File: config.mk
export PLATFORM = sky130hd
export DESIGN_NAME = scb_system_control
export DESIGN_NICKNAME = d
export VERILOG_FILES = /design/src/scb_sync.v /design/src/scb_system_control.v
export VERILOG_INCLUDE_DIRS = /design/src
export SDC_FILE = /design/constraint.sdc
export NUM_CORES = 1
export LEC_CHECK = 0
export BUFFER_PORTS_ARGS = -buffer_cell sky130_fd_sc_hd__buf_2
export CAP_MARGIN = 30
export CORE_ASPECT_RATIO = 0.7
export CORE_MARGIN = 2
export CORE_UTILIZATION = 47
export CTS_BUF_LIST = sky130_fd_sc_hd__clkbuf_16
export DETAILED_ROUTE_END_ITERATION = 6
export PLACE_DENSITY = 0.93
export SLEW_MARGIN = 20
export SYNTH_ARGS = -nofsm -noshare
export SYNTH_HDL_FRONTEND = slang
export SYNTH_SLANG_ARGS = --single-unit
File: constraint.sdc
create_clock -name clk -period 2.5 [get_ports clk]
set_clock_uncertainty 0.15 [all_clocks]
set_input_delay 0.25 -clock clk [delete_from_list [all_inputs] [get_ports clk]]
set_output_delay 0.25 -clock clk [all_outputs]
set_load 0.005 [all_outputs]
File: src/scb_defs.vh
// Constants for the system control register bank.
`ifndef SCB_DEFS_VH
`define SCB_DEFS_VH
// ==========================================================
// Register placement and reset
`define SCB_OFFSET 8'h80
`define SCB_RESET 32'h08449060
// Bits that software may write; everything else is read-only or write-one-clear.
`define SCB_RW_MASK 32'hCD7FC000
// Lower bits are not implemented here and read back their default value.
`define SCB_LOW_MASK 32'h00003FFF
// ==========================================================
// Field positions
`define SCB_STEP_HI 31
`define SCB_STEP_LO 30
`define SCB_RSVD29 29
`define SCB_RSVD28 28
`define SCB_OSC_ON 27
`define SCB_IRQ_SELECT 26
`define SCB_WR_FLAG 25
`define SCB_WR_ENABLE 24
`define SCB_RSVD23 23
`define SCB_SPARE_DRIVE 22
`define SCB_GUARD_DISABLE 21
`define SCB_VIDEO_TRIM 20
`define SCB_KEEP_HI 19
`define SCB_KEEP_LO 16
`define SCB_DOWN_BURST 15
`define SCB_UP_BURST 14
// ==========================================================
// Serialized interrupt slot codes
`define SCB_SLOT_SECOND 2'h1
`define SCB_SLOT_THIRD 2'h2
`define SCB_SLOT_FOURTH 2'h3
`endif

File: src/scb_sync.v
// Two-flop synchroniser for a level coming from a pin.
`timescale 1ns/1ps
module scb_sync (
	input wire clk,
	input wire rst_n,
	input wire async_in,
	output wire sync_out
);
	reg meta_reg;
	reg sync_reg;
	always @(posedge clk) begin
		if (!rst_n) begin
			meta_reg <= 1'b0;
			sync_reg <= 1'b0;
		end else begin
			meta_reg <= async_in;
			sync_reg <= meta_reg;
		end
	end
	assign sync_out = sync_reg;
endmodule // scb_sync

File: src/scb_system_control.v
// System control register bank, upper bits 31 to 14, on the configuration port.
// How it works
// - Register at offset 80h, default 08449060h.
// - Bits 31:30 pick the serial interrupt slot.
// - Bit 28 always reads zero.
// - Bit 27 enables oscillator, resets to one.
// - Bit 26 routes power-write interrupt: line2/status-change.
// - Flag 25 sets on enabled power write.
// - Writing one clears flag 25; zero keeps.
// - Bit 24 enables interrupt on power write.
// - Bit 23 always reads zero.
// - Bit 22 drives spare CardBus terminals low while a CardBus card is present.
// - Bit 21 set turns supply protection off.
// - Bit 20 floats address A25..A22 for 16-bit.
// - Bit 15 allows downstream memory read bursts.
// - Bit 14 allows upstream memory read bursts.
`timescale 1ns/1ps
`include "scb_defs.vh"
module scb_system_control (
	input wire clk,
	input wire rst_n,
	input wire cfg_wr,
	input wire cfg_rd,
	input wire [7:0] cfg_addr,
	input wire [3:0] cfg_be,
	input wire [31:0] cfg_wdata,
	output wire [31:0] cfg_rdata,
	input wire power_write_evt,
	input wire cardbus_present,
	output wire [1:0] irq_serial_slot,
	output wire osc_on,
	output wire irq2_pulse,
	output wire card_status_change_irq,
	output wire power_write_smi,
	output wire spare_term_out,
	output wire spare_term_oe,
	output wire supply_guard_on,
	output wire addr_hi_float,
	output wire downstream_read_burst,
	output wire upstream_read_burst
);
	// ==========================================================
	// Configuration access decode
	localparam [31:0] RESET_WORD = `SCB_RESET;
	localparam [31:0] LOW_WORD = `SCB_RESET & `SCB_LOW_MASK;
	wire hit;
	wire [3:0] lane_wr;
	wire clear_req;
	wire fire;
	wire cardbus_sync;
	reg [1:0] step_reg;
	reg [1:0] step_next;
	reg osc_reg;
	reg osc_next;
	reg route_reg;
	reg route_next;
	reg smi_en_reg;
	reg smi_en_next;
	reg flag_reg;
	reg flag_next;
	reg spare_reg;
	reg spare_next;
	reg guard_off_reg;
	reg guard_off_next;
	reg trim_reg;
	reg trim_next;
	reg [3:0] keep_reg;
	reg [3:0] keep_next;
	reg down_reg;
	reg down_next;
	reg up_reg;
	reg up_next;
	reg [1:0] slot_reg;
	reg [1:0] slot_next;
	reg [31:0] read_word;
	reg [31:0] rdata_reg;
	reg irq2_reg;
	reg csc_reg;
	reg smi_reg;

	assign hit = (cfg_addr == `SCB_OFFSET);
	// Apart from flag 25 setting on a power write, only a write that hits moves a field, and only in the byte lanes it enables.
	assign lane_wr = {4{cfg_wr & hit}} & cfg_be;
	assign clear_req = lane_wr[3] & cfg_wdata[`SCB_WR_FLAG];
	assign fire = power_write_evt & smi_en_reg;

	// ==========================================================
	// Lane 3: slot step, oscillator, routing and interrupt enable
	always @* begin
		step_next = step_reg;
		osc_next = osc_reg;
		route_next = route_reg;
		smi_en_next = smi_en_reg;
		if (lane_wr[3]) begin
			step_next = cfg_wdata[`SCB_STEP_HI:`SCB_STEP_LO];
			osc_next = cfg_wdata[`SCB_OSC_ON];
			route_next = cfg_wdata[`SCB_IRQ_SELECT];
			smi_en_next = cfg_wdata[`SCB_WR_ENABLE];
		end
	end

	// ==========================================================
	// Sticky power-write flag
	// A new event beats a clear in the same cycle, so no enabled power write goes unreported.
	always @* begin
		flag_next = flag_reg;
		if (clear_req) begin
			flag_next = 1'b0;
		end
		if (fire) begin
			flag_next = 1'b1;
		end
	end

	// ==========================================================
	// Lane 2: spare terminals, supply guard, video trim, kept bits
	always @* begin
		spare_next = spare_reg;
		guard_off_next = guard_off_reg;
		trim_next = trim_reg;
		keep_next = keep_reg;
		if (lane_wr[2]) begin
			spare_next = cfg_wdata[`SCB_SPARE_DRIVE];
			guard_off_next = cfg_wdata[`SCB_GUARD_DISABLE];
			trim_next = cfg_wdata[`SCB_VIDEO_TRIM];
			keep_next = cfg_wdata[`SCB_KEEP_HI:`SCB_KEEP_LO];
		end
	end

	// ==========================================================
	// Lane 1: memory read bursting
	always @* begin
		down_next = down_reg;
		up_next = up_reg;
		if (lane_wr[1]) begin
			down_next = cfg_wdata[`SCB_DOWN_BURST];
			up_next = cfg_wdata[`SCB_UP_BURST];
		end
	end

	// ==========================================================
	// Serial interrupt slot decode
	// Codes 00 and 01 both land in the second slot. Decoding the next value keeps the
	// registered slot output in step with the field itself.
	always @* begin
		case (step_next)
			2'h0: slot_next = `SCB_SLOT_SECOND;
			2'h1: slot_next = `SCB_SLOT_SECOND;
			2'h2: slot_next = `SCB_SLOT_THIRD;
			2'h3: slot_next = `SCB_SLOT_FOURTH;
			default: slot_next = `SCB_SLOT_SECOND;
		endcase
	end

	// ==========================================================
	// Read word
	// Reserved bits 29, 28 and 23 stay zero; the lower bits are not kept here and
	// show their default.
	always @* begin
		read_word = LOW_WORD;
		read_word[`SCB_STEP_HI:`SCB_STEP_LO] = step_reg;
		read_word[`SCB_RSVD29] = 1'b0;
		read_word[`SCB_RSVD28] = 1'b0;
		read_word[`SCB_OSC_ON] = osc_reg;
		read_word[`SCB_IRQ_SELECT] = route_reg;
		read_word[`SCB_WR_FLAG] = flag_reg;
		read_word[`SCB_WR_ENABLE] = smi_en_reg;
		read_word[`SCB_RSVD23] = 1'b0;
		read_word[`SCB_SPARE_DRIVE] = spare_reg;
		read_word[`SCB_GUARD_DISABLE] = guard_off_reg;
		read_word[`SCB_VIDEO_TRIM] = trim_reg;
		read_word[`SCB_KEEP_HI:`SCB_KEEP_LO] = keep_reg;
		read_word[`SCB_DOWN_BURST] = down_reg;
		read_word[`SCB_UP_BURST] = up_reg;
	end

	// ==========================================================
	// Registers
	always @(posedge clk) begin
		if (!rst_n) begin
			step_reg <= RESET_WORD[`SCB_STEP_HI:`SCB_STEP_LO];
			osc_reg <= RESET_WORD[`SCB_OSC_ON];
			route_reg <= RESET_WORD[`SCB_IRQ_SELECT];
			smi_en_reg <= RESET_WORD[`SCB_WR_ENABLE];
			flag_reg <= RESET_WORD[`SCB_WR_FLAG];
			spare_reg <= RESET_WORD[`SCB_SPARE_DRIVE];
			guard_off_reg <= RESET_WORD[`SCB_GUARD_DISABLE];
			trim_reg <= RESET_WORD[`SCB_VIDEO_TRIM];
			keep_reg <= RESET_WORD[`SCB_KEEP_HI:`SCB_KEEP_LO];
			down_reg <= RESET_WORD[`SCB_DOWN_BURST];
			up_reg <= RESET_WORD[`SCB_UP_BURST];
			slot_reg <= `SCB_SLOT_SECOND;
			rdata_reg <= 32'h00000000;
			irq2_reg <= 1'b0;
			csc_reg <= 1'b0;
			smi_reg <= 1'b0;
		end else begin
			step_reg <= step_next;
			osc_reg <= osc_next;
			route_reg <= route_next;
			smi_en_reg <= smi_en_next;
			flag_reg <= flag_next;
			spare_reg <= spare_next;
			guard_off_reg <= guard_off_next;
			trim_reg <= trim_next;
			keep_reg <= keep_next;
			down_reg <= down_next;
			up_reg <= up_next;
			slot_reg <= slot_next;
			if (cfg_rd) begin
				rdata_reg <= hit ? read_word : 32'h00000000;
			end
			smi_reg <= fire;
			irq2_reg <= fire & ~route_reg;
			csc_reg <= fire & route_reg;
		end
	end

	// ==========================================================
	// Card-side controls
	scb_sync u_cardbus_sync (
		.clk(clk),
		.rst_n(rst_n),
		.async_in(cardbus_present),
		.sync_out(cardbus_sync)
	);

	// The spare terminals are only ever pulled low, so the drive value is fixed.
	assign spare_term_out = 1'b0;
	assign spare_term_oe = cardbus_sync & spare_reg;
	assign irq_serial_slot = slot_reg;
	assign osc_on = osc_reg;
	assign supply_guard_on = ~guard_off_reg;
	assign addr_hi_float = trim_reg;
	assign downstream_read_burst = down_reg;
	assign upstream_read_burst = up_reg;
	assign cfg_rdata = rdata_reg;
	assign irq2_pulse = irq2_reg;
	assign card_status_change_irq = csc_reg;
	assign power_write_smi = smi_reg;
endmodule // scb_system_control

==> Word level (Yosys, flattened, before mapping) <==
Cells that the tools add are included.
{ "totals": {"ff_bits": 54, "out_inout_bits": 44, "word_cells": 39} }
{ "classes": {"eq_ne": 4, "muxes": 5, "n_bitwise": 9, "reduce_logical": 3} }
{ "ops": {"columns": ["cell", "n"], "rows": [
  ["2-to-1 mux 32 bit", 1],
  ["== test 8 bit, second input constant", 1],
  ["AND 1 bit", 6],
  ["one-hot mux 2 bit (3 select lines)", 1],
  ["AND 4 bit", 1],
  ["== test 2 bit, second input constant", 2],
  ["== test 2 x 1 -> 1 bit, second input constant", 1],
  ["logical NOT 2 bit", 1],
  ["2-to-1 mux 1 bit", 2],
  ["2-to-1 mux 2 bit", 1],
  ["NOT 1 bit", 2],
  ["nonzero test 2 bit", 1],
  ["OR reduction 2 bit", 1]
]} }

==> Longest topological paths before layout <==
Gate-level depths: netlist (run 1).
{ "depth": {"ltp_word": 7, "depth_mapped": 5, "ltp_nobuf": 3} }

==> By module <==
Synthesis (run 1) repeated with hierarchy kept, for this count alone.
{ "unflattened": {"cells_unflattened": 176, "hier_area_um2": 1681.6} }
{ "modules_own_cells": {"columns": ["mod", "n_inst", "cells_per_inst", "area_per_inst_um2", "seq_area_each_um2"], "rows": [
  ["scb_system_control", 1, 172, 1629.1, 700.7],
  ["scb_sync", 1, 4, 52.6, 40.0]
]} }

==> Least setup slack after synthesis (run 1) <==
Ideal clock, no wire load.
{ "synth_path": {"path_type": "in2reg", "startpoint": "input port cfg_addr[1]", "endpoint": "register step_reg[1]", "t_arrival_ns": 1.294, "required_ns": 2.278, "path_slack_ns": 0.985, "cell_stages": 4, "n_path_buf": 1, "cell_sequence": "nor4_4 and4_1 buf_6 mux2i_1"} }
{ "synth_via": {"elab_chain_len": 4} }
{ "synth_lines": {"columns": ["item", "line", "text"], "rows": [
  ["start: declaration", "scb_system_control.v:24", "input wire [7:0] cfg_addr,"],
  ["== test 8 bit (no source line)", null, null],
  ["AND 1 bit", "scb_system_control.v:83", "assign lane_wr = {4{cfg_wr & hit}} & cfg_be;"],
  ["AND 4 bit", "scb_system_control.v:83", null],
  ["2-to-1 mux 2 bit", "scb_system_control.v:94", "if (lane_wr[3]) begin"],
  ["end signal: assignment", "scb_system_control.v:181", "step_reg <= RESET_WORD[`SCB_STEP_HI:`SCB_STEP_LO];"],
  ["end signal: assignment", "scb_system_control.v:198", "step_reg <= step_next;"],
  ["end: declaration", "scb_system_control.v:51", "reg [1:0] step_reg;"]
]} }
No other way between the ends.
A chain may end at the register's enable or synchronous reset.

==> Final worst setup path (run 1) <==
{ "layout_path": {"startpoint": "input port cfg_addr[1]", "endpoint": "register osc_reg (netlist: osc_on)"} }
{ "layout_via": {"elab_chain_len": 3} }
{ "layout_lines": {"columns": ["item", "line", "text"], "rows": [
  ["== test 8 bit (no source line)", null, null],
  ["AND 1 bit", "scb_system_control.v:83", null],
  ["AND 4 bit", "scb_system_control.v:83", null],
  ["end signal: assignment", "scb_system_control.v:182", "osc_reg <= RESET_WORD[`SCB_OSC_ON];"],
  ["end signal: assignment", "scb_system_control.v:199", "osc_reg <= osc_next;"],
  ["end: declaration", "scb_system_control.v:53", "reg osc_reg;"]
]} }
No other way between the ends.

==> results of run 1 <==
metal layers:
layer	part of all wire, %	up-vias	routed length, um	GRT usage (%)
li1	-	673	-	-
met1	44	590	1437	20.02
met2	47	44	1543	26.96
met3	7.4	6	241	7.303
met4	1.4	0	47	6.433
met5	0	-	0	0
synth_stat cells (all sizes together):
cell type  instances  area share, %
mux2i             15            8.9
and4               1           0.52
nor4b              1            1.4
nor2b              9            3.3
inv                1           0.22
nor4               1            1.3
and3               1           0.37
nor2               2           0.45
buf               21            9.6
nand3              1           0.30
nand2b            16            6.0
a21o               1           0.45
a21boi            16            7.1
nand4             17            7.2
clkbuf             8            1.8
nand2             22            4.9
and2               4            1.5
dfxtp             37             44
conb               1           0.22
a31oi              1           0.37
cell type report:
class | instances | area, um^2
timing repair buffer | 63 | 325.3
sequential | 37 | 740.7
inverter | 1 | 3.754
multi-input combinational | 123 | 798.3
clock buffer | 5 | 125.1
fill | 316 | 1405
clock inverter | 2 | 7.507
tap | 50 | 62.56
worst paths after layout:
check / from / to / cells past startpoint
worst max-delay path: cfg_addr[1] / osc_on / 4
worst min-delay path: cardbus_present / u_cardbus_sync.meta_reg / 2
worst max register to register: smi_en_reg / irq2_pulse / 2
worst min register to register: u_cardbus_sync.meta_reg / u_cardbus_sync.sync_out / 1
critical path: cells and delay by family:
family	cells	cell delay, ns
multiplexers	1	0.24
AND/OR/NAND/NOR	2	0.80
buffers and inverters	1	0.11
metrics by stage:
stage	area, um^2	util (%)
final	2063	59.49
after global routing	2063	59.49
after CTS	2063	59.49
after detailed placement	1921	55.38
after global placement	1921	55.38
after floorplan	1734	-
power groups by stage:
stage               Sequential, W  Combinational, W  Clock (W)
floorplan                0.000605         0.0000581          0
global placement         0.000605         0.0000742          0
detailed placement       0.000605         0.0000755          0
CTS                      0.000592         0.0000767   0.000578
global route             0.000592         0.0000867   0.000604
finish                   0.000593         0.0000769   0.000566
cell families after synthesis:
| group | count (synthesis) |
|---|---|
| multiplexers | 15 |
| AND/OR/NAND/NOR | 75 |
| other | 1 |
| AO/OA/AOI/OAI | 18 |
| flip-flops | 37 |
| buffers and inverters | 30 |
what timing repair did:
action | in CTS | in global routing
endpoints found under the hold margin | 1 | 0
hold buffers | 1 | 0
gates resized for setup | 0 | 0
==> metrics.cfg, run 1 <==
[status]
status=finished, final reports clean

[place]
dpl.cell_count=273
pre_cts_ws_ns=0.8600
place_congestion=0.7727
port_buffers=60

[power]
p_total_w=0.001236
p_comb_share_pct=6.2
power.share.clock_pct=45.8
leakage_nw=0.9554
swShare_pct=20.46
ir_drop_mv=0.3399
power_frac_seq_pct=48.0
power_density_nw_per_um2=599.0
p_int_w=0.0009830
p_switching_w=0.0002529

[clock_tree]
cts_max_level=2
worstSkewPairLatency_ns=0.28
ctsRootBufferMaster=clkbuf_16
cts_inserted_buffers=5
post-cts-setup-buffers=0
cts.clk_slew.worst_paths_ns=0.05
cts_sinks=37
cts_tree=built
max-clock-path-buffers=2

[sta]
fmax_mhz=745.7
fin_crit_sh_pct=53.64
whs_ns=0.02876
finalSetupViolations=0
hold_viol=0
rsz0062_at_grt=false
slew_headroom_pct=52.47
worst_pin_slew_ns=0.7129
slew_violations=0
setup_slack_ns=1.159
tns_ns=0
period_needed_ns=1.341

[worst_setup_path]
critPathMaxStageDelay_ns=0.50
path_cells=buf_2 -> nor4_4 -> and4_1 -> mux2i_1
crit_arrival_ns=1.40
cp_max_fo=7
cp-start-kind=primary input
worstPathRequired_ns=2.55
cpMaxStageDelayCell=and4_1
criticalPathCategory=primary input to register
crit_path_end_kind=register
reg2reg_slack_ns=1.55

[detailed_routing]
antenna_left=0
via_count=1313
first_iter_violations=87
via_per_inst=4.673
drc=0
first_pass_iters=5
wl_per_cell_um=11.63
drt_wl_total_mm=3.269

[synthesis]
synth_cell_types=23
netlist_area_um2=1682
yosysSeqAreaShare_pct=44.05
synthAdderAreaFrac_pct=0
synth_xor_area_share_pct=0
postSynthAreaPerCell_um2=9.555
ys.warnings.count=0
synthCells=176
synth_mux_area_share_pct=8.929
synth_compound_area_share_pct=7.961
synth-simple-area-share_pct=27.23
synth-seq-cells=37
synth_top_family_by_area=simple AND/OR/NAND/NOR gates

[min_path]
hold_class=primary input to register

[cells_and_area]
final_cell_mix=buf_2 (60), dfxtp_1 (37), nand2_1 (22)
drive_gt1_share_pct=30.30
nNetsFinal=281
fin_cells=281
layout_commonest_cell=buf_2
areaGrowthSynthToFinish_pct=22.69
largest_reg_flops=16
antenna_cells=0

[floorplanning]
dieArea_um2=4080
die_w_um=75.50
die_y_um=54.05
core_um2=3468
start_util_pct=48.48
rows=18
top_level_ports=94

[global_routing]
grt_pass1_wl_mm=4.899
grt_usage_pct=16.80
antenna_found_initial=0
grt_pass1_vias=1092
grt_overflow=0
grt_max_degree=49

[flow_run]
drv_cap=0

(Power assumes the default switching activity.)
==> run 2, diff against run 1 <==
- ABC_AREA: default -> 1
- CORE_UTILIZATION: 47 -> 38
- PLACE_DENSITY: 0.93 -> 0.84
- clock period: 2.5 -> 1.21 ns (I/O delays scaled with it)
==> run 2 against run 1 <==
- cell count rose by 15%
- utilization fell by 4.4 points
- combinational power increased by 100%
- sequential cell count is the same
- die area up 11%
- design area rose by 3.5%
- non-clock buffer count is 21 higher
- first-iteration DRC count is 32% lower
- critical path type is now register to output port
- largest cell class is now registers
- highest routed layer unchanged
==> metrics.cfg, run 2 <==
[cells_and_area]
final_cell_mix=buf_2 (60), dfxtp_1 (37), inv_1 (36)
multi_input_area_um2=496.7  ; -38%
drive_gt1_share_pct=29.78  ; -0.52 points
final.fill_count=369  ; +17%
nNetsFinal=321  ; +14%
largest_reg_flops=16  ; unchanged
regArea_um2=740.7  ; unchanged
final_area_um2=2136  ; +3.5%
final_util_pct=55.12  ; -4.4 points
antenna_cells=0  ; unchanged
layout_commonest_cell=buf_2
areaGrowthSynthToFinish_pct=40.03

[place]
hpwl_mm=2.413
place_congestion=0.8129  ; +5.2%
pre_cts_ws_ns=-0.07929  ; -0.9393 ns
port_buffers=60  ; unchanged
placed_area_um2=1794  ; -6.6%

[clock_tree]
cts_tree=built
ctsRootBufferMaster=clkbuf_16
max-clock-path-buffers=2  ; unchanged
cts_sinks=37  ; unchanged
worstSkewPairLatency_ns=0.28  ; about the same
cts_max_level=2  ; unchanged
cts_inserted_buffers=5  ; unchanged
post-cts-setup-buffers=0  ; unchanged
cts.clk_slew.worst_paths_ns=0.06  ; about the same

[status]
status=finished, final reports clean

[floorplanning]
top_level_ports=94  ; unchanged
dieArea_um2=4544  ; +11%
start_util_pct=39.36  ; -9.1 points
core_um2=3875  ; +12%
die_y_um=57.01  ; +5.5%
rows=19  ; +1
die_w_um=79.72  ; +5.6%

[synthesis]
netlist_area_um2=1525  ; -9.3%
postSynthAreaPerCell_um2=7.944  ; -17%
yosysSeqAreaShare_pct=48.56  ; +4.5 points
ys.warnings.count=0  ; unchanged
synthFlopType=dfxtp_1
synth_cell_types=19  ; -17%
synthCells=192  ; +9.1%
yosys-top-cells-count=dfxtp_1 (37), inv_1 (36), nand2_1 (33), nor2_1 (20), buf_4 (19)
synth.area.top_cells=dfxtp_1 (49%), buf_4 (9.4%), inv_1 (8.9%)
synth-seq-cells=37  ; unchanged
yosys.area.top_type_share_pct=48.56  ; +4.5 points
async_reset_ff_share_pct=0  ; unchanged
synth_top_cell_by_area=dfxtp_1
synth_most_common_cell=dfxtp_1
synth_edf_count=0  ; unchanged

[worst_setup_path]
cpMaxStageDelayCell=dfxtp_1
critPathTopFamily=flip-flops
crit_start=spare_reg
cp_max_fo=3  ; -4
criticalPathCategory=register to output port
critPathMaxStageDelay_ns=0.35  ; -0.15 ns
path_cells=nand2_1 -> inv_1 -> buf_2
cp-start-kind=register
cp_num_buf_inv=2  ; +1
worstPathRequired_ns=0.94  ; -1.61 ns
timing.rr.start=step_reg[0]
crit_arrival_ns=0.83  ; -0.57 ns
crit_path_end_kind=output port

[detailed_routing]
first_pass_iters=4  ; -1
via_per_inst=4.210  ; -9.9%
first_iter_violations=59  ; -32%
drt_wl_total_mm=3.291  ; +0.67%
via_count=1364  ; +3.9%
drc=0  ; unchanged
wl_per_cell_um=10.16  ; -13%
antenna_left=0  ; unchanged

[power]
leakage_nw=1.108  ; +16%
power.share.clock_pct=51.5  ; +5.7 points
power_frac_seq_pct=43.1  ; -4.9 points
p_int_w=0.002279  ; +130%
p_comb_share_pct=5.4  ; -0.8 points
p_total_w=0.002841  ; +130%
power_density_nw_per_um2=1330  ; +120%
ir_drop_mv=0.6890  ; +100%
swShare_pct=19.79  ; -0.67 points
p_switching_w=0.0005624  ; +120%

[global_routing]
grt_overflow=0  ; unchanged
grt_pass1_wl_mm=5.375  ; +9.7%
antenna_found_initial=0  ; unchanged
grt_usage_pct=15.93  ; -0.87 points
use_met2_pct=26.53  ; -0.43 points
grt_pass1_vias=1250  ; +14%
grt_util_met3_pct=4.272  ; -3.0 points
top_usage_layer=met2
grt_max_degree=19  ; -61%
grtUsageMet1_pct=19.06  ; -0.96 points

[sta]
slew_headroom_pct=58.94  ; +6.5 points
fin_crit_sh_pct=91.37
period_needed_ns=1.106
slew_violations=0  ; unchanged
finalSetupViolations=0  ; unchanged
fmax_mhz=904.5
rsz0062_at_grt=false
setup_slack_ns=0.1045  ; -1.054 ns
worst_pin_slew_ns=0.6159  ; -0.09700 ns
hold_viol=0  ; unchanged

[flow_run]
drv_cap=0  ; unchanged

[min_path]
min_from=cfg_be[3]
hold_class=primary input to register

==> run 2: cell types whose count changed after synthesis, sizes merged, moves of 11 or more <==
cell / before / now
o22ai: 0 / 15
nor2: 2 / 21
nand2: 22 / 33
mux2i: 15 / 0
a21boi: 16 / 0
nand2b: 16 / 0
nand4: 17 / 6
inv: 1 / 37
==> run 2: what timing repair did <==
item                      4_1_cts  5_1_grt
gates resized for setup         0        0
hold endpoints to repair       16        0
hold buffers                   17        0
==> run 2: cell type report <==
cell class                      instances  area share (%)
Clock inverter                          3           2.168
Multi-Input combinational cell        106           23.26
Sequential cell                        37           34.68
Inverter                               37           6.503
Tap cell                               52           3.046
Clock buffer                            5           5.858
Timing Repair Buffer                   84           24.49
==> run 2: cell families after synthesis <==
family          count (synthesis)  synth area share [%]
compound gates                 20                 8.613
buf+inv                        63                 22.31
flops                          37                 48.56
other cells                     1                0.2459
simple gates                   71                 20.26
==> run 2: routing by layer <==
layer | routed length, um | vias up
li1 | - | 722
met1 | 1467 | 590
met2 | 1537 | 46
met3 | 220 | 6
met4 | 65 | 0
met5 | 0 | -
==> run 2: power groups by stage <==
stage	clock network, W	logic, W	registers [W]
2_1_floorplan	0	0.0000887	0.00125
3_3_place_gp	0	0.000109	0.00125
3_5_place_dp	0	0.000111	0.00125
4_1_cts	0.00149	0.000153	0.00122
5_1_grt	0.00154	0.000170	0.00122
6_report	0.00146	0.000154	0.00122
==> run 2: final timing paths <==
check | endpoint | slack, ns | cells past startpoint
setup reg to reg | irq_serial_slot[0] | 0.35 | 4
hold / removal | smi_en_reg | 0.02 | 3
hold reg to reg | irq2_pulse | 0.25 | 1
setup / recovery | spare_term_oe | 0.10 | 3
==> run 2: tightest hold or removal path, cell delays in order <==
cell	delay (ns)
buf_2	0.13
nand4_1	0.09
a21oi_1	0.06
==> run 2: through the flow <==
step	setup TNS, ns	hold slack (ns)	instances
after floorplan	0	0.06863	206
after global placement	-0.5056	0.1563	299
after detailed placement	-1.169	0.1696	299
after CTS	0	0.01407	324
after global routing	0	0.03733	324
final	0	0.01842	324
